==> config.mk <==
export PLATFORM = sky130hd
export DESIGN_NAME = srpcd_top
export DESIGN_NICKNAME = d
export VERILOG_FILES = /design/src/srpcd_pkg.sv /design/src/srpcd_idle_timer.sv /design/src/srpcd_top.sv
export SDC_FILE = /design/constraint.sdc
export NUM_CORES = 1
export LEC_CHECK = 0
export BUFFER_PORTS_ARGS = -buffer_cell sky130_fd_sc_hd__buf_2
export CAP_MARGIN = 20
export CORE_AREA = 2 2 81 83
export CTS_BUF_LIST = sky130_fd_sc_hd__clkbuf_16
export CTS_CLUSTER_SIZE = 20
export DETAILED_ROUTE_END_ITERATION = 8
export DIE_AREA = 0 0 83 85
export GPL_TIMING_DRIVEN = 0
export HOLD_SLACK_MARGIN = 0.03
export PLACE_DENSITY = 0.77
export SYNTH_ARGS = -nofsm -noshare
export SYNTH_HDL_FRONTEND = slang
export SYNTH_SLANG_ARGS = --single-unit
export TNS_END_PERCENT = 20
==> constraint.sdc <==
create_clock -name ref_clk -period 2.4 [get_ports ref_clk]
set_input_delay 0.48 -clock ref_clk [delete_from_list [all_inputs] [get_ports ref_clk]]
set_output_delay 0.48 -clock ref_clk [all_outputs]
set_load 0.03 [all_outputs]
==> src/srpcd_pkg.sv <==
// Constants, timing counts and state types of the redriver control block.
// Assumes a single 10 MHz control clock; all pin inputs are synchronous to it.
package srpcd_pkg;

  // ==========================================================================
  // Clock and timing
  localparam int CLK_PERIOD_NS = 100;
  // Longest time from enable falling to standby
  localparam int DIS_TIME_NS = 2000;
  localparam int DIS_CYC = (DIS_TIME_NS / CLK_PERIOD_NS < 1) ? 1 : DIS_TIME_NS / CLK_PERIOD_NS;
  // Longest time from enable rising to normal operation
  localparam int RESUME_TIME_NS = 20000;
  localparam int RESUME_CYC =
    (RESUME_TIME_NS / CLK_PERIOD_NS < 1) ? 1 : RESUME_TIME_NS / CLK_PERIOD_NS;
  // Idle must last more than this before a channel drops to low power
  localparam int IDLE_TIME_NS = 18000;
  localparam int IDLE_CYC = (IDLE_TIME_NS + CLK_PERIOD_NS) / CLK_PERIOD_NS;
  // Longest low power exit and squelch switching times
  localparam int ALP_EXIT_TIME_NS = 50;
  localparam int ALP_EXIT_CYC =
    (ALP_EXIT_TIME_NS / CLK_PERIOD_NS < 1) ? 1 : ALP_EXIT_TIME_NS / CLK_PERIOD_NS;
  localparam int SQUELCH_TIME_NS = 5;
  localparam int SQUELCH_CYC =
    (SQUELCH_TIME_NS / CLK_PERIOD_NS < 1) ? 1 : SQUELCH_TIME_NS / CLK_PERIOD_NS;

  // ==========================================================================
  // Register map (byte addresses)
  localparam logic [3:0] CTRL_ADDR = 4'h0;
  localparam logic [3:0] STATUS_ADDR = 4'h4;
  // Control fields
  localparam int CTRL_SW_ENABLE_BIT = 0;
  localparam int CTRL_ALP_ALLOW_BIT = 1;
  localparam logic [1:0] CTRL_RESET = 2'h3;
  // Status fields
  localparam int STAT_ACTIVE_BIT = 0;
  localparam int STAT_STANDBY_BIT = 1;
  localparam int STAT_LP_CH1_BIT = 2;
  localparam int STAT_LP_CH2_BIT = 3;
  localparam int STAT_CABLE_N_BIT = 4;
  localparam int STAT_LISTEN_BIT = 5;

  // ==========================================================================
  // Bus responses
  localparam logic [1:0] RESP_OKAY = 2'h0;
  localparam logic [1:0] RESP_DECERR = 2'h3;

  // ==========================================================================
  // State types
  typedef enum logic [1:0] {PWR_STANDBY, PWR_WAKE, PWR_ACTIVE} srpcd_power_type;
  typedef enum logic {DET_SENSE, DET_LISTEN} srpcd_detect_type;

endpackage

==> src/srpcd_idle_timer.sv <==
// Per-channel squelch, data pass and auto low power control.
// Assumes rxActivity is the synchronous output of the channel's signal detector.
`timescale 1ns/1ns
module srpcd_idle_timer #(
  parameter int IDLE_CYC = srpcd_pkg::IDLE_CYC,
  parameter int CNT_W = 8
) (
  // Clock, reset, enable
  input wire logic ref_clk,
  input wire logic srst,
  input wire logic clkEn,
  // Control
  input wire logic run,
  input wire logic alpAllow,
  input wire logic rxActivity,
  // Channel state
  output logic lowPower_q,
  output logic squelch_q,
  output logic pass_q
);

  localparam logic [CNT_W-1:0] IDLE_LAST = CNT_W'(IDLE_CYC - 1);

  logic [CNT_W-1:0] idleCnt_q;

  // ==========================================================================
  // Idle counter, saturating one short of the entry count
  always_ff @(posedge ref_clk) begin
    if (srst || (clkEn && !run)) begin
      idleCnt_q <= '0;
    end else if (clkEn) begin
      if (rxActivity) begin
        idleCnt_q <= '0;
      end else if (idleCnt_q != IDLE_LAST) begin
        idleCnt_q <= idleCnt_q + CNT_W'(1);
      end
    end
  end

  // ==========================================================================
  // Low power state; activity wins over entry in the same cycle
  always_ff @(posedge ref_clk) begin
    if (srst || (clkEn && !run)) begin
      lowPower_q <= 1'b0;
    end else if (clkEn) begin
      if (rxActivity) begin
        lowPower_q <= 1'b0;
      end else if (alpAllow && idleCnt_q == IDLE_LAST) begin
        lowPower_q <= 1'b1;
      end
    end
  end

  // ==========================================================================
  // Squelch follows the detector within one cycle
  always_ff @(posedge ref_clk) begin
    if (srst || (clkEn && !run)) begin
      squelch_q <= 1'b1;
      pass_q <= 1'b0;
    end else if (clkEn) begin
      squelch_q <= !rxActivity;
      pass_q <= rxActivity;
    end
  end

  // ==========================================================================
  // Checks
  idle_entry_a: assert property (@(posedge ref_clk) disable iff (srst)
    clkEn && run && alpAllow && !rxActivity && idleCnt_q == IDLE_LAST |=> lowPower_q)
    else $error("channel did not enter low power after idle time");

  idle_early_a: assert property (@(posedge ref_clk) disable iff (srst)
    $rose(lowPower_q) |-> $past(idleCnt_q) == IDLE_LAST)
    else $error("channel entered low power before idle time");

  alp_exit_a: assert property (@(posedge ref_clk) disable iff (srst)
    clkEn && run && rxActivity |=> !lowPower_q && !squelch_q)
    else $error("channel did not leave low power on activity");

  squelch_pass_a: assert property (@(posedge ref_clk) disable iff (srst)
    pass_q |-> !squelch_q && !lowPower_q)
    else $error("channel passes data while squelched");

endmodule // srpcd_idle_timer

==> src/srpcd_top.sv <==
// Control logic of a two-channel SATA redriver: standby sequencing,
// per-channel auto low power and squelch, pre-emphasis select, cable detect,
// and an AXI4-Lite register slave.
// Assumes all pins are synchronous to ref_clk and that detector outputs are
// already digital; channel 1 faces the host, channel 2 the external socket.
//
// Design decisions made here: the AXI4-Lite interface to the registers and the register addresses.
`timescale 1ns/1ns
module srpcd_top #(
  parameter int RESUME_CYC = srpcd_pkg::RESUME_CYC,
  parameter int IDLE_CYC = srpcd_pkg::IDLE_CYC,
  parameter int ADDR_W = 4
) (
  // Clock, reset, enable
  input wire logic ref_clk,
  input wire logic srst,
  input wire logic clkEn,
  // Control pins
  input wire logic enable,
  input wire logic cable_detect_select,
  input wire logic preemph_sel_ch1,
  input wire logic preemph_sel_ch2,
  // Detector inputs, index 0 is channel 1
  input wire logic [1:0] rxActivity,
  input wire logic hostOob,
  input wire logic ch1TermSensed,
  input wire logic ch2Cominit,
  // Output stage control, index 0 is channel 1
  output logic [1:0] txDriveEn,
  output logic [1:0] auto_low_power,
  output logic [1:0] txCommonMode,
  output logic [1:0] txPass,
  output logic [1:0] txPreemph,
  output logic biasOn,
  // Status pin
  output logic cable_present_n,
  // AXI4-Lite write address and data
  input wire logic [ADDR_W-1:0] s_axi_awaddr,
  input wire logic s_axi_awvalid,
  output logic s_axi_awready,
  input wire logic [31:0] s_axi_wdata,
  input wire logic [3:0] s_axi_wstrb,
  input wire logic s_axi_wvalid,
  output logic s_axi_wready,
  // AXI4-Lite write response
  output logic [1:0] s_axi_bresp,
  output logic s_axi_bvalid,
  input wire logic s_axi_bready,
  // AXI4-Lite read
  input wire logic [ADDR_W-1:0] s_axi_araddr,
  input wire logic s_axi_arvalid,
  output logic s_axi_arready,
  output logic [31:0] s_axi_rdata,
  output logic [1:0] s_axi_rresp,
  output logic s_axi_rvalid,
  input wire logic s_axi_rready
);

  localparam int WAKE_W = $clog2(RESUME_CYC + 1);
  localparam logic [WAKE_W-1:0] WAKE_LAST = WAKE_W'(RESUME_CYC - 1);

  srpcd_pkg::srpcd_power_type powerState_q;
  srpcd_pkg::srpcd_power_type powerState_d;
  srpcd_pkg::srpcd_detect_type detState_q;
  logic [WAKE_W-1:0] wakeCnt_q;
  logic [1:0] ctrl_q;
  logic enEff;
  logic running;
  logic runGate;
  logic cdActive;
  logic [1:0] lowPower;
  logic [1:0] squelch;
  logic [1:0] pass;

  assign enEff = enable && ctrl_q[srpcd_pkg::CTRL_SW_ENABLE_BIT];
  assign running = powerState_q == srpcd_pkg::PWR_ACTIVE;
  // Enable is looked at directly so timers and detect clear on the same edge
  // that enters standby, not one cycle after it
  assign runGate = running && enEff;
  assign cdActive = cable_detect_select && runGate;

  // ==========================================================================
  // Power sequencing: standby is entered at once, wake takes a fixed delay
  always_comb begin
    powerState_d = powerState_q;
    case (powerState_q)
      srpcd_pkg::PWR_STANDBY: if (enEff) powerState_d = srpcd_pkg::PWR_WAKE;
      srpcd_pkg::PWR_WAKE: begin
        if (!enEff) begin
          powerState_d = srpcd_pkg::PWR_STANDBY;
        end else if (wakeCnt_q == WAKE_LAST) begin
          powerState_d = srpcd_pkg::PWR_ACTIVE;
        end
      end
      srpcd_pkg::PWR_ACTIVE: if (!enEff) powerState_d = srpcd_pkg::PWR_STANDBY;
      default: powerState_d = srpcd_pkg::PWR_STANDBY;
    endcase
  end

  always_ff @(posedge ref_clk) begin
    if (srst) begin
      powerState_q <= srpcd_pkg::PWR_STANDBY;
      wakeCnt_q <= '0;
    end else if (clkEn) begin
      powerState_q <= powerState_d;
      if (powerState_d == srpcd_pkg::PWR_WAKE) begin
        wakeCnt_q <= wakeCnt_q + WAKE_W'(1);
      end else begin
        wakeCnt_q <= '0;
      end
    end
  end

  // Output drivers and bias follow the next state so they switch with it
  always_ff @(posedge ref_clk) begin
    if (srst) begin
      txDriveEn <= 2'h0;
      biasOn <= 1'b0;
    end else if (clkEn) begin
      txDriveEn <= {2{powerState_d != srpcd_pkg::PWR_STANDBY}};
      biasOn <= powerState_d != srpcd_pkg::PWR_STANDBY;
    end
  end

  // ==========================================================================
  // Per-channel idle, squelch and low power; held in reset outside active
  for (genvar ch = 0; ch < 2; ch++) begin : g_chan
    srpcd_idle_timer #(
      .IDLE_CYC(IDLE_CYC),
      .CNT_W($clog2(IDLE_CYC + 1))
    ) u_timer (
      .ref_clk(ref_clk),
      .srst(srst),
      .clkEn(clkEn),
      .run(runGate),
      .alpAllow(ctrl_q[srpcd_pkg::CTRL_ALP_ALLOW_BIT]),
      .rxActivity(rxActivity[ch]),
      .lowPower_q(lowPower[ch]),
      .squelch_q(squelch[ch]),
      .pass_q(pass[ch])
    );
  end

  assign auto_low_power = lowPower;
  assign txPass = pass;
  assign txCommonMode = squelch;

  // ==========================================================================
  // Pre-emphasis select, one pin per channel
  always_ff @(posedge ref_clk) begin
    if (srst) begin
      txPreemph <= 2'h0;
    end else if (clkEn) begin
      txPreemph <= {preemph_sel_ch2, preemph_sel_ch1};
    end
  end

  // ==========================================================================
  // Cable detect. A sleeping host sends no OOB, so a removal is only seen at
  // the next wake burst, which keeps the status low in the meantime.
  always_ff @(posedge ref_clk) begin
    if (srst) begin
      detState_q <= srpcd_pkg::DET_SENSE;
      cable_present_n <= 1'b0;
    end else if (clkEn) begin
      if (!cdActive) begin
        detState_q <= srpcd_pkg::DET_SENSE;
        cable_present_n <= 1'b0;
      end else begin
        case (detState_q)
          srpcd_pkg::DET_SENSE: begin
            if (hostOob && !ch1TermSensed) begin
              detState_q <= srpcd_pkg::DET_LISTEN;
              cable_present_n <= 1'b1;
            end
          end
          srpcd_pkg::DET_LISTEN: begin
            if (ch2Cominit) begin
              detState_q <= srpcd_pkg::DET_SENSE;
              cable_present_n <= 1'b0;
            end
          end
          default: begin
            detState_q <= srpcd_pkg::DET_SENSE;
            cable_present_n <= 1'b0;
          end
        endcase
      end
    end
  end

  // ==========================================================================
  // AXI4-Lite write: address and data taken in either order, one at a time
  logic awHeld_q;
  logic wHeld_q;
  logic [ADDR_W-1:0] awAddr_q;
  logic [31:0] wData_q;
  logic [3:0] wStrb_q;
  logic doWrite;

  assign doWrite = awHeld_q && wHeld_q && !s_axi_bvalid;

  always_ff @(posedge ref_clk) begin
    if (srst) begin
      awHeld_q <= 1'b0;
      wHeld_q <= 1'b0;
      awAddr_q <= '0;
      wData_q <= '0;
      wStrb_q <= '0;
    end else if (clkEn) begin
      if (s_axi_awvalid && s_axi_awready) begin
        awHeld_q <= 1'b1;
        awAddr_q <= s_axi_awaddr;
      end else if (doWrite) begin
        awHeld_q <= 1'b0;
      end
      if (s_axi_wvalid && s_axi_wready) begin
        wHeld_q <= 1'b1;
        wData_q <= s_axi_wdata;
        wStrb_q <= s_axi_wstrb;
      end else if (doWrite) begin
        wHeld_q <= 1'b0;
      end
    end
  end

  // Ready is a register: low while a held item waits for its partner
  always_ff @(posedge ref_clk) begin
    if (srst) begin
      s_axi_awready <= 1'b0;
      s_axi_wready <= 1'b0;
    end else if (clkEn) begin
      s_axi_awready <= !(awHeld_q || (s_axi_awvalid && s_axi_awready)) || doWrite;
      s_axi_wready <= !(wHeld_q || (s_axi_wvalid && s_axi_wready)) || doWrite;
    end
  end

  always_ff @(posedge ref_clk) begin
    if (srst) begin
      s_axi_bvalid <= 1'b0;
      s_axi_bresp <= srpcd_pkg::RESP_OKAY;
    end else if (clkEn) begin
      if (doWrite) begin
        s_axi_bvalid <= 1'b1;
        s_axi_bresp <= (awAddr_q == srpcd_pkg::CTRL_ADDR[ADDR_W-1:0] ||
                        awAddr_q == srpcd_pkg::STATUS_ADDR[ADDR_W-1:0]) ?
                       srpcd_pkg::RESP_OKAY : srpcd_pkg::RESP_DECERR;
      end else if (s_axi_bready) begin
        s_axi_bvalid <= 1'b0;
      end
    end
  end

  // Control register; status is read-only and ignores writes
  always_ff @(posedge ref_clk) begin
    if (srst) begin
      ctrl_q <= srpcd_pkg::CTRL_RESET;
    end else if (clkEn && doWrite && wStrb_q[0] &&
                 awAddr_q == srpcd_pkg::CTRL_ADDR[ADDR_W-1:0]) begin
      ctrl_q <= wData_q[1:0];
    end
  end

  // ==========================================================================
  // AXI4-Lite read: one cycle from address to data
  logic [31:0] statusWord;

  always_comb begin
    statusWord = 32'h0;
    statusWord[srpcd_pkg::STAT_ACTIVE_BIT] = running;
    statusWord[srpcd_pkg::STAT_STANDBY_BIT] = powerState_q == srpcd_pkg::PWR_STANDBY;
    statusWord[srpcd_pkg::STAT_LP_CH1_BIT] = lowPower[0];
    statusWord[srpcd_pkg::STAT_LP_CH2_BIT] = lowPower[1];
    statusWord[srpcd_pkg::STAT_CABLE_N_BIT] = cable_present_n;
    statusWord[srpcd_pkg::STAT_LISTEN_BIT] = detState_q == srpcd_pkg::DET_LISTEN;
  end

  always_ff @(posedge ref_clk) begin
    if (srst) begin
      s_axi_arready <= 1'b0;
      s_axi_rvalid <= 1'b0;
      s_axi_rdata <= 32'h0;
      s_axi_rresp <= srpcd_pkg::RESP_OKAY;
    end else if (clkEn) begin
      s_axi_arready <= !s_axi_rvalid && !(s_axi_arvalid && s_axi_arready);
      if (s_axi_arvalid && s_axi_arready) begin
        s_axi_rvalid <= 1'b1;
        s_axi_rresp <= srpcd_pkg::RESP_OKAY;
        if (s_axi_araddr == srpcd_pkg::CTRL_ADDR[ADDR_W-1:0]) begin
          s_axi_rdata <= {30'h0, ctrl_q};
        end else if (s_axi_araddr == srpcd_pkg::STATUS_ADDR[ADDR_W-1:0]) begin
          s_axi_rdata <= statusWord;
        end else begin
          s_axi_rdata <= 32'h0;
          s_axi_rresp <= srpcd_pkg::RESP_DECERR;
        end
      end else if (s_axi_rready) begin
        s_axi_rvalid <= 1'b0;
      end
    end
  end

  // ==========================================================================
  // Checks
  standby_entry_a: assert property (@(posedge ref_clk) disable iff (srst)
    clkEn && !enEff |=> powerState_q == srpcd_pkg::PWR_STANDBY && !biasOn)
    else $error("standby not entered after enable fell");

  standby_hiz_a: assert property (@(posedge ref_clk) disable iff (srst)
    powerState_q == srpcd_pkg::PWR_STANDBY |-> txDriveEn == 2'h0)
    else $error("outputs driven in standby");

  resume_bound_a: assert property (@(posedge ref_clk) disable iff (srst)
    powerState_q == srpcd_pkg::PWR_WAKE |-> wakeCnt_q <= WAKE_LAST && wakeCnt_q != '0)
    else $error("wake delay outside its bound");

  standby_quiet_a: assert property (@(posedge ref_clk) disable iff (srst)
    !running |-> auto_low_power == 2'h0 && txPass == 2'h0 && !cable_present_n)
    else $error("low power or detect active outside normal operation");

  cd_powerup_a: assert property (@(posedge ref_clk) disable iff (srst)
    $fell(srst) |-> !cable_present_n)
    else $error("status not low after reset");

  cd_gate_a: assert property (@(posedge ref_clk) disable iff (srst)
    clkEn && !cdActive |=> !cable_present_n && detState_q == srpcd_pkg::DET_SENSE)
    else $error("cable detect ran while not selected");

  cd_nodrive_a: assert property (@(posedge ref_clk) disable iff (srst)
    clkEn && cdActive && detState_q == srpcd_pkg::DET_SENSE && hostOob && !ch1TermSensed
    |=> cable_present_n)
    else $error("status not raised when no termination found");

  cd_hold_a: assert property (@(posedge ref_clk) disable iff (srst)
    clkEn && cdActive && detState_q == srpcd_pkg::DET_SENSE && !hostOob
    |=> !cable_present_n)
    else $error("status rose without host signalling");

  cd_cominit_a: assert property (@(posedge ref_clk) disable iff (srst)
    clkEn && cdActive && detState_q == srpcd_pkg::DET_LISTEN && ch2Cominit
    |=> !cable_present_n)
    else $error("status not lowered on init burst");

  preemph_sel_a: assert property (@(posedge ref_clk) disable iff (srst)
    clkEn |=> txPreemph == {$past(preemph_sel_ch2), $past(preemph_sel_ch1)})
    else $error("pre-emphasis does not follow its select pins");

endmodule // srpcd_top

==> impl_metrics.ini <==
[floorplanning]
die-width_um = 83
die-area_mm2 = 0.00706
row_count = 29
start_util = 0.461
core_area_mm2 = 0.00620
die_h_um = 85
io_pins = 114

[cells_and_area]
fin_area_mm2 = 0.00360
area_delta_synth_final_pct = 26.1
nNetsFinal = 488
layout.cells.non_filler = 504
n_antenna_cell = 0
layout-drive-gt1-share = 0.255
final_util = 0.581

[place]
dpl.hpwl_um = 4710
place_congestion = 0.806
dpl_cell_area_mm2 = 0.00332
portBuffers = 54
place_inst = 488

[timing]
fmaxAchievable_mhz = 558
hold_violations = 0
finalSetupTns_ps = 0
period_minus_slack_ps = 1790
drv_slew = 0
fin_skew_ps = 7.00
worstMarginPinSlew_ps = 771
rsz0062_at_grt = false
max_slew_margin = 0.479
setup-violations-final = 0
period_share = 0.746

[setup_path]
critPathKind = reg -> reg
crit_path_end_kind = register
required_ps = 2660
cp.arrival_ps = 2050
r2r_start = g_chan[1].u_timer.idleCnt_q[0]$_SDFFE_PP0P_
critPathMaxFanout = 5
startpoint_type = register
startpoint = g_chan[1].u_timer.idleCnt_q[0]$_SDFFE_PP0P_

[outcome]
outcome = finished, final reports clean

[clocking]
clockBufferDepth = 2
postCtsSetupRepairBufs = 0
root_buffer = clkbuf_16
htree_levels = 3
clk_latency_ps = 330
numCtsBuffers = 9
cts_hold_repair.buffers = 0
clk_pin_slew_worst_paths_ps = 60
cts_sinks = 61
cts_resized = 0
cts_tree = built

[yosys]
synth_common_cells = 61 x dfxtp_1, 48 x nor2_1, 36 x buf_4
synth.cell_area_mm2 = 0.00286
synth_seq_cells = 61
synthTopCellsByArea = dfxtp_1 43%, buf_4 9.5%, nor2_1 6.3%
yosysWarnings = 0
post-synth-top-count-cell = dfxtp_1
netlist_instances = 332
seq_area_frac_synth = 0.427
yosysTopAreaCell = dfxtp_1
synth_edf_count = 0
syn_avg_cell_area_um2 = 8.61
synth_flop_cell = dfxtp_1
ys_types = 41
synthArstFlopShare = 0
synth_top_area_frac = 0.427

[detailed_routing]
vias = 2532
dr.pass1.iters = 4
finalWirelength_um = 6510
detail-route-antenna-nets = 0
drt_first_iter_violations = 153
drc = 0
wire_per_inst_um = 12.9
viasPerCell = 5.02

[grt]
busiest_layer = met2
use_met3 = 0.0457
grt_max_degree = 11
grt_first_pass_wirelength_um = 11000
antenna_found_initial = 0
met1_usage = 0.237
grt_pass1_vias = 2379
grtUsageMet2 = 0.322
grt_overflow = 0
grtUsageTotal = 0.193

[pwr]
p_leak_nw = 1.59
p_per_area_mw_per_mm2 = 707
vdd_drop_max_uv = 435
total_power_mw = 2.55

[worst_hold_path]
min-delay-start = preemph_sel_ch2
worstHoldPathType = in -> reg

[flow_run]
maxCapViolations = 0
[report_power, final]
part	switching, mW	leakage (nW)	internal, mW
clock	0.451	0.145	0.787
combinational	0.167	0.949	0.0900
sequential	0.0168	0.495	1.03
[path summary, 6_finish.rpt]
kind	depth (start not counted)	endpoint	slack (ps)
worst max register to register	6	g_chan[1].u_timer.idleCnt_q[1]$_SDFFE_PP0P_	610
worst min-delay path	3	txPreemph[1]$_SDFFE_PP0P_	390
worst min register to register	2	g_chan[0].u_timer.pass_q$_SDFFE_PP0P_	460
worst max-delay path	6	g_chan[1].u_timer.idleCnt_q[1]$_SDFFE_PP0P_	610
[cell type report]
class | instances | area [um^2]
fill | 565 | 2600
multi-input combinational | 241 | 1390
sequential | 61 | 1220
buffer | 45 | 305
timing repair buffer | 54 | 270
clock buffer | 9 | 225
tap | 77 | 96.3
clock inverter | 7 | 58.8
inverter | 10 | 37.5
[sequential cells by signal, summed over array words and instances, names as in the netlist, 2 cells and up]
name	count
ctrl_q	2
txPreemph	2
g_chan.u_timer.idleCnt_q	16
awAddr_q	4
powerState_q	2
wData_q	2
g_chan.u_timer.pass_q	2
g_chan.u_timer.lowPower_q	2
s_axi_rdata	6
wakeCnt_q	8
g_chan.u_timer.squelch_q	2
[worst max-delay path: stages (launching register included)]
cell and delay (ps):
dfxtp_1 340, inv_1 90, ha_1 160, nand4_1 120, or4b_4 530, or3_1 320
a31oi_1 160
[stage by stage]
| stage | setup WS, ps | hold WS (ps) |
|---|---|---|
| after global placement | 380 | 457 |
| after detailed placement | 332 | 459 |
| after CTS | 611 | 388 |
| after global routing | 535 | 404 |
| final | 609 | 391 |
| after floorplan | 755 | 444 |
[logic make-up after synthesis]
group,synth area share
xor+xnor,0.0307
mux,0.0460
compound gates,0.138
other cells,0.00131
flops,0.427
simple gates,0.215
buf+inv,0.120
fa+ha+maj,0.0219
[cells in the final DEF, fill, tap and decap left out, drive strengths merged, types with 4 or more instances in the layout]
cell,count
a31oi,7
a22oi,4
nand2,31
clkbuf,12
o21ai,11
inv,12
xnor2,7
ha,5
buf,96
nor2,48
nand4b,6
a211oi,4
dfxtp,61
a32oi,4
nand3,8
a21oi,24
nor3,6
conb,26
nand4,6
mux2i,12
[per-layer routing]
metal,part of all wire,up-vias
met4,0.017,0
met1,0.44,1142
li1,-,1284
met5,0,-
met2,0.48,96
met3,0.069,10
Power figures use the tool's default switching activity.
